File: src/rtl/str_pkg.sv
// Summary of operation
// - 4-bit CRC update counter, wraps at 15
// - counter held at zero while CRC off
// - bit 5 reports frame CRC support
// - bits 1:0 carry requested PHY pattern
// - old config revision reads pattern as zero
// - adjust requests shown at two locations
// - writing accept clears request, test started
// - writing refuse clears request, test refused
// - writing zero leaves request flag alone
// - reserved test locations read zero
// - run bit starts/stops CRC next frame
// - one 16-bit CRC per component stored
package str_pkg;

    // register indices; byte address is four times the index
    localparam logic [9:0] IDX_ADJ_LANE01 = 10'h206;
    localparam logic [9:0] IDX_ADJ_LANE23 = 10'h207;
    localparam logic [9:0] IDX_CRC_R_LO = 10'h240;
    localparam logic [9:0] IDX_CRC_R_HI = 10'h241;
    localparam logic [9:0] IDX_CRC_G_LO = 10'h242;
    localparam logic [9:0] IDX_CRC_G_HI = 10'h243;
    localparam logic [9:0] IDX_CRC_B_LO = 10'h244;
    localparam logic [9:0] IDX_CRC_B_HI = 10'h245;
    localparam logic [9:0] IDX_CRC_STATUS = 10'h246;
    localparam logic [9:0] IDX_RSVD_247 = 10'h247;
    localparam logic [9:0] IDX_PATTERN = 10'h248;
    localparam logic [9:0] IDX_RSVD_A_LO = 10'h249;
    localparam logic [9:0] IDX_RSVD_A_HI = 10'h25f;
    localparam logic [9:0] IDX_REPLY = 10'h260;
    localparam logic [9:0] IDX_EDID_SUM = 10'h261;
    localparam logic [9:0] IDX_RSVD_B_LO = 10'h262;
    localparam logic [9:0] IDX_RSVD_B_HI = 10'h26f;
    localparam logic [9:0] IDX_CRC_CTRL = 10'h270;
    localparam logic [9:0] IDX_RSVD_C_LO = 10'h271;
    localparam logic [9:0] IDX_RSVD_C_HI = 10'h27f;

    // field positions and widths
    localparam int CRC_CNT_W = 4;
    localparam int CRC_SUP_BIT = 5;
    localparam int PAT_SEL_W = 2;
    localparam int REPLY_W = 3;
    localparam int REPLY_ACK_BIT = 0;
    localparam int REPLY_NAK_BIT = 1;
    localparam int REPLY_EDID_BIT = 2;
    localparam int CRC_RUN_BIT = 0;

    // values after reset
    localparam logic [CRC_CNT_W-1:0] CRC_CNT_RST = 4'h0;
    localparam logic [REPLY_W-1:0] REPLY_RST = 3'h0;
    localparam logic [7:0] EDID_SUM_RST = 8'h00;
    localparam logic [15:0] CRC_VAL_RST = 16'h0000;
    localparam logic [31:0] RDATA_RST = 32'h0000_0000;

    // requested physical-layer pattern
    typedef enum logic [PAT_SEL_W-1:0] {
        STR_PAT_NONE,
        STR_PAT_D102,
        STR_PAT_SYMERR,
        STR_PAT_PRBS7
    } str_pattern_t;

endpackage

File: src/rtl/str_crc_counter.sv
`timescale 1ns/1ps
`default_nettype none
module str_crc_counter
    import str_pkg::*;
#(
    parameter int CNT_W = CRC_CNT_W
) (
    input wire logic clk_sys,
    input wire logic resetn,
    input wire logic crcRun,
    input wire logic crcUpdate,
    output logic [CNT_W-1:0] count
);

    typedef struct packed {
        logic [CNT_W-1:0] count;
    } str_cnt_state_t;

    str_cnt_state_t cur_q;
    str_cnt_state_t nxt_d;

    // wrap is free: the add simply overflows back to zero
    always_comb begin
        nxt_d = cur_q;
        if (!crcRun) begin
            nxt_d.count = '0;
        end else if (crcUpdate) begin
            nxt_d.count = cur_q.count + 1'b1;
        end
    end

    always_ff @(posedge clk_sys or negedge resetn) begin
        if (!resetn) begin
            cur_q.count <= CNT_W'(CRC_CNT_RST);
        end else begin
            cur_q <= nxt_d;
        end
    end

    assign count = cur_q.count;

endmodule
`default_nettype wire

File: src/rtl/str_regs.sv
// Local design decision: the APB slave port.
`timescale 1ns/1ps
`default_nettype none
module str_regs
    import str_pkg::*;
#(
    parameter logic CFG_REV11 = 1'b1,
    parameter logic CRC_SUPPORTED = 1'b1,
    parameter int AW = 12
) (
    input wire logic clk_sys,
    input wire logic resetn,
    input wire logic psel,
    input wire logic penable,
    input wire logic pwrite,
    input wire logic [AW-1:0] paddr,
    input wire logic [31:0] pwdata,
    output logic [31:0] prdata,
    output logic pready,
    output logic pslverr,
    input wire logic crcUpdate,
    input wire logic [15:0] crcRedIn,
    input wire logic [15:0] crcGreenIn,
    input wire logic [15:0] crcBlueIn,
    input wire logic [PAT_SEL_W-1:0] phyPatternSelect,
    input wire logic [7:0] adjustReqLane01,
    input wire logic [7:0] adjustReqLane23,
    input wire logic testReqEvent,
    output logic crcRun,
    output logic testReqPending,
    output logic testStarted,
    output logic testRefused,
    output logic edidSumWritten,
    output logic [7:0] edidBlockSum
);

    typedef enum logic {
        STR_BUS_IDLE,
        STR_BUS_ANSWER
    } str_bus_t;

    typedef struct packed {
        str_bus_t bus;
        logic [31:0] rdata;
        logic ready;
        logic slvErr;
        logic crcRun;
        logic [15:0] crcRed;
        logic [15:0] crcGreen;
        logic [15:0] crcBlue;
        logic [REPLY_W-1:0] reply;
        logic [7:0] edidSum;
        logic reqPending;
        logic started;
        logic refused;
    } str_state_t;

    str_state_t cur_q;
    str_state_t nxt_d;

    logic [CRC_CNT_W-1:0] crcCount;
    logic [9:0] regIdx;
    logic accessPhase;
    logic commitWr;
    logic ackWr;
    logic nakWr;
    logic [7:0] rdByte;
    logic mapped;

    // update counter lives in its own small module
    str_crc_counter #(
        .CNT_W(CRC_CNT_W)
    ) u_crc_counter (
        .clk_sys(clk_sys),
        .resetn(resetn),
        .crcRun(cur_q.crcRun),
        .crcUpdate(crcUpdate),
        .count(crcCount)
    );

    // word addressing: low two address bits are ignored
    assign regIdx = paddr[11:2];
    assign accessPhase = psel && penable;

    // a write lands only at the edge where pready is seen high
    assign commitWr = accessPhase && cur_q.ready && pwrite;
    assign ackWr = commitWr && (regIdx == IDX_REPLY) && pwdata[REPLY_ACK_BIT];
    assign nakWr = commitWr && (regIdx == IDX_REPLY) && pwdata[REPLY_NAK_BIT];

    // read mux; reserved test space answers zero without error
    always_comb begin
        rdByte = 8'h00;
        mapped = 1'b1;
        if (regIdx == IDX_ADJ_LANE01) begin
            rdByte = adjustReqLane01;
        end else if (regIdx == IDX_ADJ_LANE23) begin
            rdByte = adjustReqLane23;
        end else if (regIdx == IDX_CRC_R_LO) begin
            rdByte = cur_q.crcRed[7:0];
        end else if (regIdx == IDX_CRC_R_HI) begin
            rdByte = cur_q.crcRed[15:8];
        end else if (regIdx == IDX_CRC_G_LO) begin
            rdByte = cur_q.crcGreen[7:0];
        end else if (regIdx == IDX_CRC_G_HI) begin
            rdByte = cur_q.crcGreen[15:8];
        end else if (regIdx == IDX_CRC_B_LO) begin
            rdByte = cur_q.crcBlue[7:0];
        end else if (regIdx == IDX_CRC_B_HI) begin
            rdByte = cur_q.crcBlue[15:8];
        end else if (regIdx == IDX_CRC_STATUS) begin
            rdByte[CRC_CNT_W-1:0] = crcCount;
            rdByte[CRC_SUP_BIT] = CRC_SUPPORTED;
        end else if (regIdx == IDX_RSVD_247) begin
            rdByte = 8'h00;
        end else if (regIdx == IDX_PATTERN) begin
            // an old-revision sink has nothing here
            if (CFG_REV11) begin
                rdByte[PAT_SEL_W-1:0] = phyPatternSelect;
            end else begin
                rdByte = 8'h00;
            end
        end else if (regIdx >= IDX_RSVD_A_LO && regIdx <= IDX_RSVD_A_HI) begin
            rdByte = 8'h00;
        end else if (regIdx == IDX_REPLY) begin
            rdByte[REPLY_W-1:0] = cur_q.reply;
        end else if (regIdx == IDX_EDID_SUM) begin
            rdByte = cur_q.edidSum;
        end else if (regIdx >= IDX_RSVD_B_LO && regIdx <= IDX_RSVD_B_HI) begin
            rdByte = 8'h00;
        end else if (regIdx == IDX_CRC_CTRL) begin
            rdByte[CRC_RUN_BIT] = cur_q.crcRun;
        end else if (regIdx >= IDX_RSVD_C_LO && regIdx <= IDX_RSVD_C_HI) begin
            rdByte = 8'h00;
        end else begin
            mapped = 1'b0;
        end
    end

    // next-state logic for bus answer and all stored registers
    always_comb begin
        nxt_d = cur_q;
        nxt_d.started = 1'b0;
        nxt_d.refused = 1'b0;

        // one wait state: answer in the second access cycle
        case (cur_q.bus)
            STR_BUS_IDLE: begin
                nxt_d.ready = 1'b0;
                nxt_d.slvErr = 1'b0;
                if (accessPhase) begin
                    nxt_d.bus = STR_BUS_ANSWER;
                    nxt_d.ready = 1'b1;
                    nxt_d.slvErr = !mapped;
                    nxt_d.rdata = pwrite ? RDATA_RST : {24'h000000, rdByte};
                end
            end
            STR_BUS_ANSWER: begin
                // master drops penable after the answered edge
                nxt_d.bus = STR_BUS_IDLE;
                nxt_d.ready = 1'b0;
                nxt_d.slvErr = 1'b0;
            end
            default: begin
                nxt_d.bus = STR_BUS_IDLE;
                nxt_d.ready = 1'b0;
                nxt_d.slvErr = 1'b0;
            end
        endcase

        // run bit; the engine acts on it from the next frame
        if (commitWr && regIdx == IDX_CRC_CTRL) begin
            nxt_d.crcRun = pwdata[CRC_RUN_BIT];
        end

        // snapshot of per-component results, only while running
        if (crcUpdate && cur_q.crcRun) begin
            nxt_d.crcRed = crcRedIn;
            nxt_d.crcGreen = crcGreenIn;
            nxt_d.crcBlue = crcBlueIn;
        end

        // reply bits are kept verbatim until overwritten
        if (commitWr && regIdx == IDX_REPLY) begin
            nxt_d.reply = pwdata[REPLY_W-1:0];
        end

        // checksum deposited by the source
        if (commitWr && regIdx == IDX_EDID_SUM) begin
            nxt_d.edidSum = pwdata[7:0];
        end

        // accept beats refuse when both are written together
        if (ackWr) begin
            nxt_d.started = 1'b1;
        end else if (nakWr) begin
            nxt_d.refused = 1'b1;
        end

        // zero bits clear nothing; a new request wins over the clear
        if (ackWr || nakWr) begin
            nxt_d.reqPending = 1'b0;
        end
        if (testReqEvent) begin
            nxt_d.reqPending = 1'b1;
        end
    end

    // single state register
    always_ff @(posedge clk_sys or negedge resetn) begin
        if (!resetn) begin
            cur_q.bus <= STR_BUS_IDLE;
            cur_q.rdata <= RDATA_RST;
            cur_q.ready <= 1'b0;
            cur_q.slvErr <= 1'b0;
            cur_q.crcRun <= 1'b0;
            cur_q.crcRed <= CRC_VAL_RST;
            cur_q.crcGreen <= CRC_VAL_RST;
            cur_q.crcBlue <= CRC_VAL_RST;
            cur_q.reply <= REPLY_RST;
            cur_q.edidSum <= EDID_SUM_RST;
            cur_q.reqPending <= 1'b0;
            cur_q.started <= 1'b0;
            cur_q.refused <= 1'b0;
        end else begin
            cur_q <= nxt_d;
        end
    end

    // every output comes straight from the state register
    assign prdata = cur_q.rdata;
    assign pready = cur_q.ready;
    assign pslverr = cur_q.slvErr;
    assign crcRun = cur_q.crcRun;
    assign testReqPending = cur_q.reqPending;
    assign testStarted = cur_q.started;
    assign testRefused = cur_q.refused;
    assign edidSumWritten = cur_q.reply[REPLY_EDID_BIT];
    assign edidBlockSum = cur_q.edidSum;

endmodule
`default_nettype wire

File: config.mk
export PLATFORM = sky130hd
export DESIGN_NAME = str_regs
export DESIGN_NICKNAME = d
export VERILOG_FILES = /design/src/rtl/str_pkg.sv /design/src/rtl/str_crc_counter.sv /design/src/rtl/str_regs.sv
export SDC_FILE = /design/constraint.sdc
export NUM_CORES = 1
export LEC_CHECK = 0
export BUFFER_PORTS_ARGS = -buffer_cell sky130_fd_sc_hd__buf_4
export CORE_MARGIN = 2
export CORE_UTILIZATION = 50
export DETAILED_ROUTE_END_ITERATION = 6
export HOLD_SLACK_MARGIN = 0.02
export PLACE_DENSITY = 0.79
export SYNTH_ARGS = -nofsm -noshare
export SYNTH_HDL_FRONTEND = slang
export SYNTH_HIERARCHICAL = 1
export SYNTH_SLANG_ARGS = --single-unit
File: constraint.sdc
create_clock -name clk_sys -period 5.9 [get_ports clk_sys]
set_clock_uncertainty 0.2 [all_clocks]
set_input_delay 1.18 -clock clk_sys [delete_from_list [all_inputs] [get_ports clk_sys]]
set_output_delay 1.18 -clock clk_sys [all_outputs]
set_load 0.1 [all_outputs]
==> impl_metrics.json <==
{
  "syn_avg_cell_area_um2": 10.87,
  "antenna_left": 0,
  "max_stage_delay_ns": 0.61,
  "die_w_um": 97.39,
  "synth_edf_count": 0,
  "rsz0062_at_grt": "false",
  "num_rows": 34,
  "vias_per_cell": 5.769,
  "core_area_um2": 8593,
  "status": "complete, no violations",
  "h-tree-depth": 3,
  "drc_errors": 0,
  "crit_slowest_cell": "nor2_1",
  "report.final.slew_viol_count": 0,
  "io_pins": 164,
  "grtUsageTotal": 0.2272,
  "cts_buffers": 9,
  "final_common_cell": "buf_4",
  "drive_gt1_frac": 0.4204,
  "seq_area_frac_synth": 0.4419,
  "routed_wl_mm": 10.73,
  "vias": 3450,
  "cts_setup_buffers": 0,
  "worst_setup_path_end_kind": "register",
  "cp_top_family": "simple AND/OR/NAND/NOR gates",
  "hold_ws_ns": 0.2920,
  "clockBufferDepth": 2,
  "ys.flop_type": "dfrtp_1",
  "syn_area_um2": 4360,
  "synthToLayoutAreaGrowth_pct": 19.83,
  "cts_tree": "built",
  "pre_cts_slack_ns": 2.554,
  "worstPathCellList": "buf_4 -> nor2_1 -> nor4b_4 -> a22oi_2 -> a22oi_1 -> a211oi_1 -> o21ai_1",
  "root_buffer": "clkbuf_8",
  "dp_cells": 582,
  "wl_per_cell_um": 17.94,
  "cp_max_fo": 39,
  "worst-setup-path-type": "in -> reg",
  "dp_hpwl_mm": 7.909,
  "tns_ns": 0,
  "cp.arrival_ns": 3.12,
  "layout_common_cells": "113 x buf_4, 77 x dfrtp_1, 63 x mux2_2",
  "antenna_cells": 0,
  "worst-path-buf-inv": 1,
  "total_power_mw": 1.120,
  "crit_path_start_kind": "input port",
  "yosysUniqueCellTypes": 68,
  "layout_setup_ws_ns": 2.860,
  "cts_num_sinks": 77,
  "start_util": 0.5074,
  "setup_viol": 0,
  "worstMarginPinSlew_ns": 1.095,
  "utilization": 0.6080,
  "yosysWarnings": 6,
  "vdd.ir_drop.worst_v": 0.0001274,
  "port_buffers": 113,
  "fill_cells": 725,
  "antenna_found_initial": 0,
  "maxCapViolations": 0,
  "layout.cells.non_filler": 598,
  "power.leakage_nw": 2.584,
  "max_freq_ghz": 0.3289,
  "dieArea_um2": 9484,
  "p_per_area_nw_per_um2": 214.3,
  "async_flop_share": 1.000,
  "ctsResizeCount": 0,
  "clkTransAtPathRegs_ns": 0.09,
  "grt_pass1_vias": 3364,
  "grt_max_degree": 78,
  "synthCells": 401,
  "drtPass1Iterations": 6,
  "die_y_um": 97.39,
  "nNetsFinal": 603,
  "timing_hold_violations_final": 0,
  "slew_headroom": 0.2675,
  "period_share": 0.5153,
  "overflow": 0,
  "period_minus_slack_ns": 3.040,
  "dpl_cell_area_um2": 5025,
  "grt_pass1_wl_mm": 17.15,
  "synth-seq-cells": 77,
  "hold_buffers": 0,
  "place_congestion": 0.8637,
  "design_area_um2": 5225,
  "worst_ep_required_time_ns": 5.98,
  "drt_iter0_markers": 201,
  "hp-class": "reg -> reg",
  "clk_latency_ns": 0.35
}
worst min-delay path, cell delays in order, from the launching register on:
cell and delay [ns]:
dfrtp_1 0.35, nand2_1 0.05, o21ai_0 0.06
layout make-up:
type | count | area (µm²) | share of cell area
Clock buffer | 11 | 141.4 | 0.02706
Clock inverter | 5 | 58.81 | 0.01125
Inverter | 5 | 18.77 | 0.003592
Multi-Input combinational cell | 279 | 2096 | 0.4011
Sequential cell | 77 | 1927 | 0.3688
Tap cell | 108 | 135.1 | 0.02586
Timing Repair Buffer | 113 | 848.3 | 0.1624
final timing paths:
kind,slack [ns],startpoint,end,cells after the start
max,2.86,paddr[2],prdata[1],7
min,0.29,prdata[4],prdata[4],2
max reg2reg,3.80,cur_q[97],prdata[3],5
min reg2reg,0.29,prdata[4],prdata[4],2
max in group asynchronous,4.10,resetn,prdata[3],1
min in group asynchronous,0.77,resetn,cur_q[25],1
state kept, by name (all words and copies together), names as in the netlist:
signal and count:
prdata 8, u_crc_counter/count 4, edidBlockSum 8, testReqPending 1, pslverr 1, crcRun 1
testRefused 1, testStarted 1, edidSumWritten 1, cur_q 51
cell usage after synthesis, types with 2 or more instances:
library cell / count / area (µm²)
o21ai_1: 2 / 10.01
o21a_1: 3 / 22.52
nand3_1: 4 / 20.02
nand2b_1: 7 / 43.79
nor2_1: 16 / 60.06
a221oi_1: 2 / 17.52
nor4_1: 2 / 12.51
a22o_1: 2 / 17.52
and2_1: 2 / 12.51
nand4b_1: 2 / 17.52
mux2_2: 63 / 709.4
buf_1: 3 / 11.26
or3_1: 3 / 18.77
o31ai_1: 4 / 30.03
o22ai_1: 5 / 31.28
mux2i_1: 6 / 60.06
buf_2: 7 / 35.03
a2bb2oi_1: 3 / 26.28
nor2b_1: 6 / 37.54
a21o_1: 3 / 22.52
a32o_1: 3 / 30.03
a31oi_1: 4 / 25.02
nand4_1: 3 / 18.77
a22oi_1: 3 / 22.52
o21ai_0: 16 / 80.08
nand3b_1: 6 / 45.04
clkbuf_1: 10 / 37.54
nor3b_1: 4 / 30.03
buf_4: 41 / 307.8
inv_1: 5 / 18.77
a32oi_1: 2 / 17.52
a21oi_1: 18 / 90.09
a211oi_1: 6 / 45.04
nand2_1: 19 / 71.32
dfrtp_1: 77 / 1927
o2111ai_1: 2 / 17.52
nor3_1: 6 / 30.03
power breakdown:
part,internal (mW),switching (mW)
clock network,0.208,0.196
logic,0.0550,0.128
registers,0.531,0.00197
routing by layer:
layer	track usage	vias to the layer above	wire length (µm)	share of wire
met2	0.3517	186	4977	0.46
li1	-	1577	-	-
met1	0.3184	1661	4613	0.43
met5	0	-	0	0
met4	0.07692	0	239	0.022
met3	0.04964	26	896	0.084
cell families after synthesis:
| group | after synthesis | share of synthesized area |
|---|---|---|
| muxes | 69 | 0.1765 |
| buffers and inverters | 68 | 0.09785 |
| other | 1 | 0.0008600 |
| DFF | 77 | 0.4419 |
| adders and majority gates | 1 | 0.002869 |
| xor gates and xnor gates | 1 | 0.002009 |
| and+or+nand+nor | 96 | 0.1400 |
| AOI/OAI and AO/OA | 88 | 0.1380 |
Note: power is estimated with default switching activity, not from simulation.
